## config.mk

```make
export PLATFORM = sky130hd
export DESIGN_NAME = srf_formatter
export DESIGN_NICKNAME = d
export VERILOG_FILES = /design/src/design/srf_pkg.sv /design/src/design/srf_dec_digits.sv /design/src/design/srf_formatter.sv
export SDC_FILE = /design/constraint.sdc
export NUM_CORES = 1
export LEC_CHECK = 0
export BUFFER_PORTS_ARGS = -buffer_cell sky130_fd_sc_hd__buf_2
export CAP_MARGIN = 25
export CORE_ASPECT_RATIO = 1.75
export CORE_MARGIN = 1
export CORE_UTILIZATION = 50
export DETAILED_ROUTE_END_ITERATION = 8
export GPL_ROUTABILITY_DRIVEN = 0
export GPL_TIMING_DRIVEN = 0
export HOLD_SLACK_MARGIN = 0.1
export PLACE_DENSITY_LB_ADDON = 0.1
export SYNTH_ARGS = -nofsm -noshare
export SYNTH_HDL_FRONTEND = slang
export SYNTH_HIERARCHICAL = 1
export SYNTH_SLANG_ARGS = --single-unit
```

## constraint.sdc

```tcl
create_clock -name clk -period 6.3 [get_ports clk]
set_clock_uncertainty 0.15 [all_clocks]
set_input_delay 0.945 -clock clk [delete_from_list [all_inputs] [get_ports clk]]
set_output_delay 0.945 -clock clk [all_outputs]
set_load 0.01 [all_outputs]
```

## src/design/srf_pkg.sv

```systemverilog
package srf_pkg;

  // ==========================================================
  // Byte codes
  // ==========================================================
  localparam logic [7:0] CH_SEMI = 8'h3B;
  localparam logic [7:0] CH_COMMA = 8'h2C;
  localparam logic [7:0] CH_COLON = 8'h3A;
  localparam logic [7:0] CH_SPACE = 8'h20;
  localparam logic [7:0] CH_TAB = 8'h09;
  localparam logic [7:0] CH_CR = 8'h0D;
  localparam logic [7:0] CH_LF = 8'h0A;
  localparam logic [7:0] CH_MINUS = 8'h2D;
  localparam logic [7:0] CH_PLUS = 8'h2B;
  localparam logic [7:0] CH_POINT = 8'h2E;
  localparam logic [7:0] CH_EXP = 8'h45;
  localparam logic [7:0] CH_ZERO = 8'h30;
  localparam logic [7:0] CH_LOW_A = 8'h61;
  localparam logic [7:0] CH_LOW_Z = 8'h7A;
  localparam logic [7:0] CASE_BIT = 8'h20;

  // ==========================================================
  // Sizes and counts
  // ==========================================================
  localparam int CONV_W = 32;
  localparam int EXP_W = 8;
  localparam int NDIGITS = 10;
  localparam int TEXT_BYTES = 8;
  localparam logic [5:0] CONV_STEPS = 6'h20;
  localparam logic [5:0] CONV_LAST = 6'h01;
  localparam logic [3:0] DAB_ADJ_MIN = 4'h5;
  localparam logic [3:0] DAB_ADJ = 4'h3;
  localparam logic [3:0] FRAC_MAX = 4'h9;
  localparam logic [3:0] MIN_ONE = 4'h1;

  // ==========================================================
  // Types
  // ==========================================================
  typedef enum logic [1:0] {
    KIND_CHAR = 2'h0,
    KIND_NR1 = 2'h1,
    KIND_NR2 = 2'h2,
    KIND_NR3 = 2'h3
  } srf_kind_t;

  typedef enum logic [2:0] {
    SEP_NONE = 3'h1,
    SEP_COMMA = 3'h2,
    SEP_SEMI = 3'h4
  } srf_sep_t;

  typedef enum logic [11:0] {
    FS_IDLE = 12'h001,
    FS_TEXT = 12'h002,
    FS_CONV = 12'h004,
    FS_SIGN = 12'h008,
    FS_DIG = 12'h010,
    FS_POINT = 12'h020,
    FS_EXPE = 12'h040,
    FS_EXPCONV = 12'h080,
    FS_EXPSIGN = 12'h100,
    FS_FIN = 12'h200,
    FS_CR = 12'h400,
    FS_LF = 12'h800
  } srf_fmt_state_t;

endpackage

```

## src/design/srf_dec_digits.sv

```systemverilog
module srf_dec_digits (
  input wire logic clk,
  input wire logic reset,
  input wire logic start,
  input wire logic [srf_pkg::CONV_W-1:0] value,
  input wire logic [3:0] min_digits,
  output logic done,
  output logic [4*srf_pkg::NDIGITS-1:0] bcd,
  output logic [3:0] ndig
);
  import srf_pkg::*;

  typedef struct packed {
    logic busy;
    logic done;
    logic [5:0] cnt;
    logic [CONV_W-1:0] sh;
    logic [4*NDIGITS-1:0] bcd;
    logic [3:0] mind;
  } srf_dd_state_t;

  srf_dd_state_t q;
  srf_dd_state_t d;
  logic [4*NDIGITS-1:0] adj;

  // ==========================================================
  // Shift-and-add-three, one bit per clock
  // ==========================================================
  always_comb begin
    d = q;
    adj = q.bcd;
    d.done = 1'b0;
    if (start) begin
      d.busy = 1'b1;
      d.cnt = CONV_STEPS;
      d.sh = value;
      d.bcd = '0;
      d.mind = min_digits;
    end else if (q.busy) begin
      for (int i = 0; i < NDIGITS; i++) begin
        if (adj[i*4 +: 4] >= DAB_ADJ_MIN) begin
          adj[i*4 +: 4] = adj[i*4 +: 4] + DAB_ADJ;
        end
      end
      d.bcd = {adj[4*NDIGITS-2:0], q.sh[CONV_W-1]};
      d.sh = {q.sh[CONV_W-2:0], 1'b0};
      d.cnt = q.cnt - CONV_LAST;
      if (q.cnt == CONV_LAST) begin
        d.busy = 1'b0;
        d.done = 1'b1;
      end
    end
  end

  always_ff @(posedge clk) begin
    if (reset) begin
      q <= '0;
    end else begin
      q <= d;
    end
  end

  // Significant digits, padded up to the requested minimum
  always_comb begin
    ndig = MIN_ONE;
    for (int i = 0; i < NDIGITS; i++) begin
      if (q.bcd[i*4 +: 4] != 4'h0) begin
        ndig = 4'(i + 1);
      end
    end
    if (q.mind > ndig) begin
      ndig = q.mind;
    end
  end

  assign done = q.done;
  assign bcd = q.bcd;

endmodule

```

## src/design/srf_formatter.sv

```systemverilog
// How it works
// - Response units carry no header, only the data the query asked for.
// - A response is one or more units in sequence, closed by exactly one terminator.
// - Consecutive units are split by one semicolon with no whitespace around it.
// - Data elements inside a unit are split by one comma with no whitespace around it.
// - Each element is uppercase mnemonic text, a decimal integer, a fixed-point value or an exponent-form value, as the query picks.
// - Exponent form uses an uppercase E and always a sign on the exponent, plus included.
// - Output is uppercase only, with no blanks before headers, around separators or before the terminator.
// - A header followed by data is split from it by exactly one space byte 20h.
// - The terminator is newline plus end by default, and carriage return 0Dh, newline and end when selected.
// - Incoming program text is folded so upper and lower case letters, the exponent letter too, are equal.
// - Incoming whitespace before headers, around separators and before the terminator is tolerated.
// - Each function yields exactly one fixed spelling of its reply.
// - The newline byte is 0Ah.
// - On the instrument bus the end mark is the end line driven low together with the last byte.
module srf_formatter (
  input wire logic clk,
  input wire logic reset,
  // Response elements from the measurement logic
  input wire logic el_valid,
  input wire srf_pkg::srf_kind_t el_kind,
  input wire logic [8*srf_pkg::TEXT_BYTES-1:0] el_text,
  input wire logic [3:0] el_text_len,
  input wire logic signed [srf_pkg::CONV_W-1:0] el_value,
  input wire logic [3:0] el_frac_digits,
  input wire logic signed [srf_pkg::EXP_W-1:0] el_exp,
  input wire logic el_unit_last,
  input wire logic el_msg_last,
  output logic el_ready,
  // Terminator selection from the command logic
  input wire logic terminator_select_command,
  input wire logic term_sel_crlf,
  output logic term_crlf,
  // Response byte stream towards the link
  output logic [7:0] tx_byte,
  output logic tx_valid,
  input wire logic tx_ready,
  output logic tx_end,
  output logic gpib_eoi_n_out,
  output logic gpib_eoi_oe_n,
  // Program byte stream from the link
  input wire logic [7:0] rx_byte,
  input wire logic rx_valid,
  input wire logic rx_eoi,
  output logic rx_ready,
  output logic [7:0] pm_byte,
  output logic pm_valid,
  output logic pm_end
);
  import srf_pkg::*;

  typedef struct packed {
    srf_fmt_state_t st;
    srf_sep_t sep;
    logic [7:0] tx_byte;
    logic tx_valid;
    logic tx_end;
    logic eoi_n;
    logic eoi_oe_n;
    logic el_ready;
    logic crlf;
    srf_kind_t kind;
    logic [8*TEXT_BYTES-1:0] text;
    logic [3:0] tlen;
    logic [3:0] idx;
    logic [3:0] frac;
    logic unit_last;
    logic msg_last;
    logic neg;
    logic exp_neg;
    logic [EXP_W-1:0] exp_mag;
    logic exp_phase;
    logic conv_start;
    logic [CONV_W-1:0] conv_val;
    logic [3:0] conv_min;
    logic [7:0] pm_byte;
    logic pm_valid;
    logic pm_end;
    logic rx_ready;
    logic word_seen;
    logic sp_pend;
    logic held_valid;
    logic held_end;
    logic [7:0] held_byte;
  } srf_fmt_reg_t;

  srf_fmt_reg_t q;
  srf_fmt_reg_t d;
  logic can_send;
  logic conv_done;
  logic [4*NDIGITS-1:0] conv_bcd;
  logic [3:0] conv_ndig;
  logic [7:0] rx_fold;

  // ==========================================================
  // Helpers
  // ==========================================================
  function automatic logic [7:0] upper_case(input logic [7:0] c);
    if (c >= CH_LOW_A && c <= CH_LOW_Z) begin
      return c & ~CASE_BIT;
    end
    return c;
  endfunction

  function automatic logic [7:0] digit_ascii(input logic [4*NDIGITS-1:0] b, input logic [3:0] i);
    return CH_ZERO + {4'h0, b[i*4 +: 4]};
  endfunction

  srf_dec_digits u_digits (
    .clk(clk),
    .reset(reset),
    .start(q.conv_start),
    .value(q.conv_val),
    .min_digits(q.conv_min),
    .done(conv_done),
    .bcd(conv_bcd),
    .ndig(conv_ndig)
  );

  assign can_send = !q.tx_valid || tx_ready;
  assign rx_fold = upper_case(rx_byte);

  // ==========================================================
  // Next state
  // ==========================================================
  always_comb begin
    d = q;
    d.el_ready = 1'b0;
    d.conv_start = 1'b0;
    d.pm_valid = 1'b0;
    d.pm_end = 1'b0;
    if (terminator_select_command) begin
      d.crlf = term_sel_crlf;
    end
    if (can_send) begin
      d.tx_valid = 1'b0;
      d.tx_end = 1'b0;
      d.eoi_n = 1'b1;
      d.eoi_oe_n = 1'b1;
    end

    // ----- Response side -----
    case (q.st)
      FS_IDLE: begin
        if (el_valid && can_send) begin
          if (q.sep != SEP_NONE) begin
            // Bare separator byte, never padded
            d.tx_byte = (q.sep == SEP_SEMI) ? CH_SEMI : CH_COMMA;
            d.tx_valid = 1'b1;
            d.sep = SEP_NONE;
          end else begin
            // No header is ever emitted, so no header space is needed either
            d.el_ready = 1'b1;
            d.kind = el_kind;
            d.text = el_text;
            d.tlen = el_text_len;
            d.unit_last = el_unit_last;
            d.msg_last = el_msg_last;
            d.neg = el_value[CONV_W-1];
            d.exp_neg = el_exp[EXP_W-1];
            d.exp_mag = el_exp[EXP_W-1] ? EXP_W'(-el_exp) : EXP_W'(el_exp);
            d.exp_phase = 1'b0;
            d.idx = '0;
            d.frac = (el_kind == KIND_NR1) ? 4'h0 : (el_frac_digits > FRAC_MAX ? FRAC_MAX : el_frac_digits);
            if (el_kind == KIND_CHAR) begin
              d.st = FS_TEXT;
            end else begin
              // Zero padding gives a leading 0 before the point
              d.conv_start = 1'b1;
              d.conv_val = el_value[CONV_W-1] ? CONV_W'(-el_value) : CONV_W'(el_value);
              d.conv_min = d.frac + MIN_ONE;
              d.st = FS_CONV;
            end
          end
        end
      end
      FS_TEXT: begin
        if (can_send) begin
          d.tx_byte = upper_case(q.text[{q.idx[2:0], 3'h0} +: 8]);
          d.tx_valid = 1'b1;
          if (q.tlen <= MIN_ONE || q.idx == q.tlen - MIN_ONE) begin
            d.st = FS_FIN;
          end else begin
            d.idx = q.idx + MIN_ONE;
          end
        end
      end
      FS_CONV: begin
        if (conv_done) begin
          d.idx = conv_ndig - MIN_ONE;
          // Only a minus is shown on the mantissa, so each value has one spelling
          d.st = q.neg ? FS_SIGN : FS_DIG;
        end
      end
      FS_SIGN: begin
        if (can_send) begin
          d.tx_byte = CH_MINUS;
          d.tx_valid = 1'b1;
          d.st = FS_DIG;
        end
      end
      FS_DIG: begin
        if (can_send) begin
          d.tx_byte = digit_ascii(conv_bcd, q.idx);
          d.tx_valid = 1'b1;
          if (q.idx == 4'h0) begin
            d.st = (q.kind == KIND_NR3 && !q.exp_phase) ? FS_EXPE : FS_FIN;
          end else if (q.frac != 4'h0 && q.idx == q.frac) begin
            d.st = FS_POINT;
          end else begin
            d.idx = q.idx - MIN_ONE;
          end
        end
      end
      FS_POINT: begin
        if (can_send) begin
          d.tx_byte = CH_POINT;
          d.tx_valid = 1'b1;
          d.idx = q.idx - MIN_ONE;
          d.st = FS_DIG;
        end
      end
      FS_EXPE: begin
        if (can_send) begin
          d.tx_byte = CH_EXP;
          d.tx_valid = 1'b1;
          d.frac = 4'h0;
          d.conv_start = 1'b1;
          d.conv_val = CONV_W'(q.exp_mag);
          d.conv_min = MIN_ONE;
          d.st = FS_EXPCONV;
        end
      end
      FS_EXPCONV: begin
        if (conv_done) begin
          d.idx = conv_ndig - MIN_ONE;
          d.st = FS_EXPSIGN;
        end
      end
      FS_EXPSIGN: begin
        if (can_send) begin
          // Sign is written even for a positive exponent
          d.tx_byte = q.exp_neg ? CH_MINUS : CH_PLUS;
          d.tx_valid = 1'b1;
          d.exp_phase = 1'b1;
          d.st = FS_DIG;
        end
      end
      FS_FIN: begin
        if (q.msg_last) begin
          d.st = q.crlf ? FS_CR : FS_LF;
        end else begin
          d.sep = q.unit_last ? SEP_SEMI : SEP_COMMA;
          d.st = FS_IDLE;
        end
      end
      FS_CR: begin
        if (can_send) begin
          d.tx_byte = CH_CR;
          d.tx_valid = 1'b1;
          d.st = FS_LF;
        end
      end
      FS_LF: begin
        if (can_send) begin
          d.tx_byte = CH_LF;
          d.tx_valid = 1'b1;
          d.tx_end = 1'b1;
          d.eoi_n = 1'b0;
          d.eoi_oe_n = 1'b0;
          d.sep = SEP_NONE;
          d.st = FS_IDLE;
        end
      end
      default: begin
        d.st = FS_IDLE;
      end
    endcase

    // ----- Program side -----
    // A collapsed blank costs one stall cycle on the input
    if (q.held_valid) begin
      d.pm_byte = q.held_byte;
      d.pm_valid = 1'b1;
      d.pm_end = q.held_end;
      d.held_valid = 1'b0;
      d.held_end = 1'b0;
      d.rx_ready = 1'b1;
      if (q.held_end) begin
        d.word_seen = 1'b0;
      end
    end else if (rx_valid && q.rx_ready) begin
      if (rx_fold == CH_LF) begin
        // Pending blanks before the terminator are dropped
        d.pm_end = 1'b1;
        d.sp_pend = 1'b0;
        d.word_seen = 1'b0;
      end else if (rx_fold == CH_SPACE || rx_fold == CH_TAB || rx_fold == CH_CR) begin
        if (rx_eoi) begin
          d.pm_end = 1'b1;
          d.sp_pend = 1'b0;
          d.word_seen = 1'b0;
        end else begin
          d.sp_pend = q.word_seen;
        end
      end else if (rx_fold == CH_SEMI || rx_fold == CH_COMMA || rx_fold == CH_COLON) begin
        d.pm_byte = rx_fold;
        d.pm_valid = 1'b1;
        d.pm_end = rx_eoi;
        d.sp_pend = 1'b0;
        d.word_seen = 1'b0;
      end else if (q.sp_pend) begin
        // A run of blanks between two words becomes one space
        d.pm_byte = CH_SPACE;
        d.pm_valid = 1'b1;
        d.held_byte = rx_fold;
        d.held_valid = 1'b1;
        d.held_end = rx_eoi;
        d.rx_ready = 1'b0;
        d.sp_pend = 1'b0;
        d.word_seen = 1'b1;
      end else begin
        d.pm_byte = rx_fold;
        d.pm_valid = 1'b1;
        d.pm_end = rx_eoi;
        d.word_seen = !rx_eoi;
      end
    end
  end

  // ==========================================================
  // State register
  // ==========================================================
  always_ff @(posedge clk) begin
    if (reset) begin
      q <= '0;
      q.st <= FS_IDLE;
      q.sep <= SEP_NONE;
      q.kind <= KIND_CHAR;
      q.eoi_n <= 1'b1;
      q.eoi_oe_n <= 1'b1;
      q.rx_ready <= 1'b1;
    end else begin
      q <= d;
    end
  end

  assign el_ready = q.el_ready;
  assign term_crlf = q.crlf;
  assign tx_byte = q.tx_byte;
  assign tx_valid = q.tx_valid;
  assign tx_end = q.tx_end;
  assign gpib_eoi_n_out = q.eoi_n;
  assign gpib_eoi_oe_n = q.eoi_oe_n;
  assign rx_ready = q.rx_ready;
  assign pm_byte = q.pm_byte;
  assign pm_valid = q.pm_valid;
  assign pm_end = q.pm_end;

endmodule

```

==> summary.log <==
[grt] first-pass GRT wire length 66540 µm
[pwr] Sw Ratio 35.38%
[floorplan] CORE AREA 0.02797 mm²
[floorplan] number of core rows 81
[pwr] total net switching power 0.001879 W
[critical_path] Critical Setup Path Class reg -> reg
[drt] DR DRC count 0
[synth] mean post-synth cell area 8.096 µm²
[sta] fin crit period 4181 ps
[clock_tree] Clock Pin Slew Worst Setup and Hold Paths 70 ps
[drt] detailed router's first-iteration violation count 817
[synth] library cells used by synthesis 85
[pwr] proportion of power drawn by flip-flops and latches 38.5%
[grt] total overflow reported by the global router 0
[clock_tree] number of buffers created by CTS 25
[critical_path] CP top delay family compound AO/OA/AOI/OAI gates
[synth] share of synthesized registers carrying an async set or reset 0%
[sta] highest clock rate 239.2 MHz
[layout] fin nets 2108
[synth] Post-Synthesis Cells 1761
[clock_tree] count of buffers added by post-CTS timing repair for setup 0
[critical_path] most repeated library cell on the critical path sky130_fd_sc_hd__ha_1
[synth] number of enable flip-flop cells after synthesis 0
[floorplan] I/O pin count 157
[clock_tree] Max H-tree Level 1
[synth] total nets after synthesis 1927
[clock_tree] clk sinks 263
[grt] vias in the first global route 12889
[critical_path] slowest stage cell, crit path sky130_fd_sc_hd__or3b_4
[synth] mapped cell area 0.01426 mm²
[layout] area grow syn2layout 14.59%
[layout] share of cells above drive strength 1 16.82%
[layout] count of inserted antenna diode cells 0
[pwr] clock share of power 29.9%
[sta] TNS Setup 0 ps
[min_path] Worst Hold Class reg -> reg
[drt] via count of the routed design 13203
[critical_path] crit start category register
[critical_path] CP max stage delay 420 ps
[sta] final count of negative-setup-slack endpoints 0
[flow_run] Max-Cap Viols 0
[critical_path] largest driver fanout on the critical path 6
[drt] number of nets with antenna violations after detailed routing 0
[critical_path] count of buffer and inverter cells on the critical path 1
[place] Final HPWL DP 32910 µm
[critical_path] critical-path cell list inv_1 -> ha_1 -> or3b_4 -> a211o_1 -> a31oi_1 -> nor2_1 -> ha_1 -> nor2b_1 -> o21ai_0 -> a21oi_2 -> mux2_2 -> nor3_1 -> xnor2_1 -> o32ai_1 -> o311ai_1 -> a21oi_1
[sta] number of pins exceeding their max-slew limit in the final report 0
[pwr] largest voltage drop on the vdd net 0.0001948 V
[pwr] Comb pwr share 31.6%
[status] run status completed
[drt] post-DR vias/cell 5.669
[synth] Yosys Warn Count 6
[floorplan] die width 129.7 µm
[layout] most used cells in the layout excluding fill and tap cells 275 x sky130_fd_sc_hd__nand2_1, 263 x sky130_fd_sc_hd__dfxtp_1, 196 x sky130_fd_sc_hd__a21oi_1
[pwr] Power Density 325.1 mW/mm²
[synth] flops & latches, synth 263
[critical_path] endpoint arrival time on the critical path 4450 ps
[clock_tree] clock tree from TritonCTS done
[floorplan] die span in y 225.4 µm
[grt] Total Routing Usage GR 29.56%
[clock_tree] clock tree root buffer cell sky130_fd_sc_hd__clkbuf_16
[grt] initial antenna violation count 1
[sta] RSZ-0062 raised after global routing false
[pwr] total power 0.005311 W
[place] Port Buffers 153
[drt] Initial DRT Pass Iterations 6
[critical_path] Worst setup EP type register
[sta] actual slew at the worst max-slew pin 875.6 ps
[critical_path] Critical Path RT 6570 ps
[pwr] Lkg Pwr 6.350 nW
[sta] final clock period utilization by the worst path 66.37%
[drt] total detailed-routing wirelength 42980 µm
[sta] Slew HR 41.09%
[clock_tree] number of gates resized after cts 0
[drt] post-DR wirelength/cell 18.46 µm
[pwr] internal power consumption 0.003432 W
[synth] share of synthesized area occupied by flip-flops and latches 36.93%
[floorplan] Die Footprint 0.02922 mm²
[synth] top_reg_cell synth sky130_fd_sc_hd__dfxtp_1
[grt] pin count of the biggest net entering global routing 15
[layout] most common cell after layout, fill and taps aside sky130_fd_sc_hd__nand2_1
[sta] count of final hold-check violations 0
[clock_tree] Clock Latency Late Sink 550 ps
[clock_tree] maximum clock insertion buffer count 3
[clock_tree] number of hold buffers added after CTS 0
[floorplan] initial standard-cell utilization of the core 50.97%
## synthesized netlist by cell type (7+ instances only)
cell	n	area [µm²]
sky130_fd_sc_hd__nand2_1	275	1032
sky130_fd_sc_hd__dfxtp_1	263	5265
sky130_fd_sc_hd__a21oi_1	196	980.9
sky130_fd_sc_hd__nor2_1	162	608.1
sky130_fd_sc_hd__o21ai_0	84	420.4
sky130_fd_sc_hd__mux2i_1	82	820.8
sky130_fd_sc_hd__clkbuf_1	70	262.8
sky130_fd_sc_hd__buf_4	59	442.9
sky130_fd_sc_hd__nand3_1	50	250.2
sky130_fd_sc_hd__inv_1	43	161.4
sky130_fd_sc_hd__xnor2_1	40	350.3
sky130_fd_sc_hd__ha_1	34	425.4
sky130_fd_sc_hd__nor3_1	33	165.2
sky130_fd_sc_hd__xor2_1	33	289.0
sky130_fd_sc_hd__buf_2	29	145.1
sky130_fd_sc_hd__nand2b_1	25	156.4
sky130_fd_sc_hd__mux4_2	22	495.5
sky130_fd_sc_hd__a211oi_1	16	120.1
sky130_fd_sc_hd__o31ai_1	16	120.1
sky130_fd_sc_hd__nor4_1	15	93.84
sky130_fd_sc_hd__nand4_1	13	81.33
sky130_fd_sc_hd__o211ai_1	13	97.59
sky130_fd_sc_hd__buf_1	12	45.04
sky130_fd_sc_hd__or4_1	12	90.09
sky130_fd_sc_hd__nor2b_1	11	68.82
sky130_fd_sc_hd__a22oi_1	10	75.07
sky130_fd_sc_hd__nor3b_1	10	75.07
sky130_fd_sc_hd__a21o_1	7	52.55
sky130_fd_sc_hd__a31oi_1	7	43.79
sky130_fd_sc_hd__or3_1	7	43.79
## state kept, by name, summed over array words and instances, names as in the netlist, 8 cells and up, named ones only
| register | flops |
|---|---|
| q | 155 |
| u_digits/q | 43 |
| u_digits/bcd | 40 |
| pm_byte | 8 |
| tx_byte | 8 |
## metrics by stage
stage	instance area (µm²)	hold WS [ps]	setup WS (ps)	instances	util [%]
5_1_grt	16340	322.7	1844	2329	58.40
4_1_cts	16340	305.5	2117	2329	58.40
2_1_floorplan	14260	275.4	2653	1761	-
3_3_place_gp	15490	289.7	2222	2287	55.38
6_report	16340	305.2	2119	2329	58.40
3_5_place_dp	15490	293.4	2131	2288	55.39
## worst reg2reg max path, cell delays in order (launching register included)
cell and delay [ps]:
sky130_fd_sc_hd__dfxtp_1 350, sky130_fd_sc_hd__inv_1 110, sky130_fd_sc_hd__ha_1 220, sky130_fd_sc_hd__or3b_4 420
sky130_fd_sc_hd__a211o_1 290, sky130_fd_sc_hd__a31oi_1 300, sky130_fd_sc_hd__nor2_1 80, sky130_fd_sc_hd__ha_1 290
sky130_fd_sc_hd__nor2b_1 130, sky130_fd_sc_hd__o21ai_0 120, sky130_fd_sc_hd__a21oi_2 310, sky130_fd_sc_hd__mux2_2 410
sky130_fd_sc_hd__nor3_1 220, sky130_fd_sc_hd__xnor2_1 150, sky130_fd_sc_hd__o32ai_1 110, sky130_fd_sc_hd__o311ai_1 310
sky130_fd_sc_hd__a21oi_1 100
## path summary, 6_finish.rpt
check                           cells past startpoint  endpoint        startpoint  slack [ps]
worst min register to register                      2    q[106]            q[106]         310
worst min-delay path                                2    q[106]            q[106]         310
worst max register to register                     16     q[80]  u_digits/bcd[12]        2120
worst max-delay path                               16     q[80]  u_digits/bcd[12]        2120
## routing by layer
| layer | part of all wire (%) | up-vias | GRT usage [%] |
|---|---|---|---|
| met1 | 37 | 6262 | 31.24 |
| met3 | 4.6 | 135 | 3.727 |
| li1 | - | 6454 | - |
| met5 | 0.033 | - | 0 |
| met4 | 5.3 | 2 | 16.47 |
| met2 | 53 | 350 | 55.29 |
## final cells by class
type                    count  area, µm²
flip-flops and latches    263       5265
clock inverters             6      108.9
plain buffers             171      907.1
repair buffers            154      770.7
well taps                 373      466.7
multi-input cells        1283       7920
fillers                  2718      11630
inverters                  44      165.2
clock buffers              35      733.2
## cell families after synthesis
group / synth area share [%]
AO/OA/AOI/OAI: 16.42
XOR/XNOR: 4.642
adder cells (fa/ha/maj): 2.984
buffers and inverters: 7.521
flip-flops: 36.93
multiplexers: 9.548
AND/OR/NAND/NOR: 21.96
## power groups by stage
stage                     registers (W)  clock network, W  logic, W
after floorplan                 0.00202                 0   0.00118
after global placement          0.00207                 0   0.00163
after detailed placement        0.00208                 0   0.00166
after CTS                       0.00204           0.00161   0.00167
after global routing            0.00207           0.00166   0.00183
final                           0.00205           0.00159   0.00168
No activity file was read; power rests on OpenSTA's default activity.
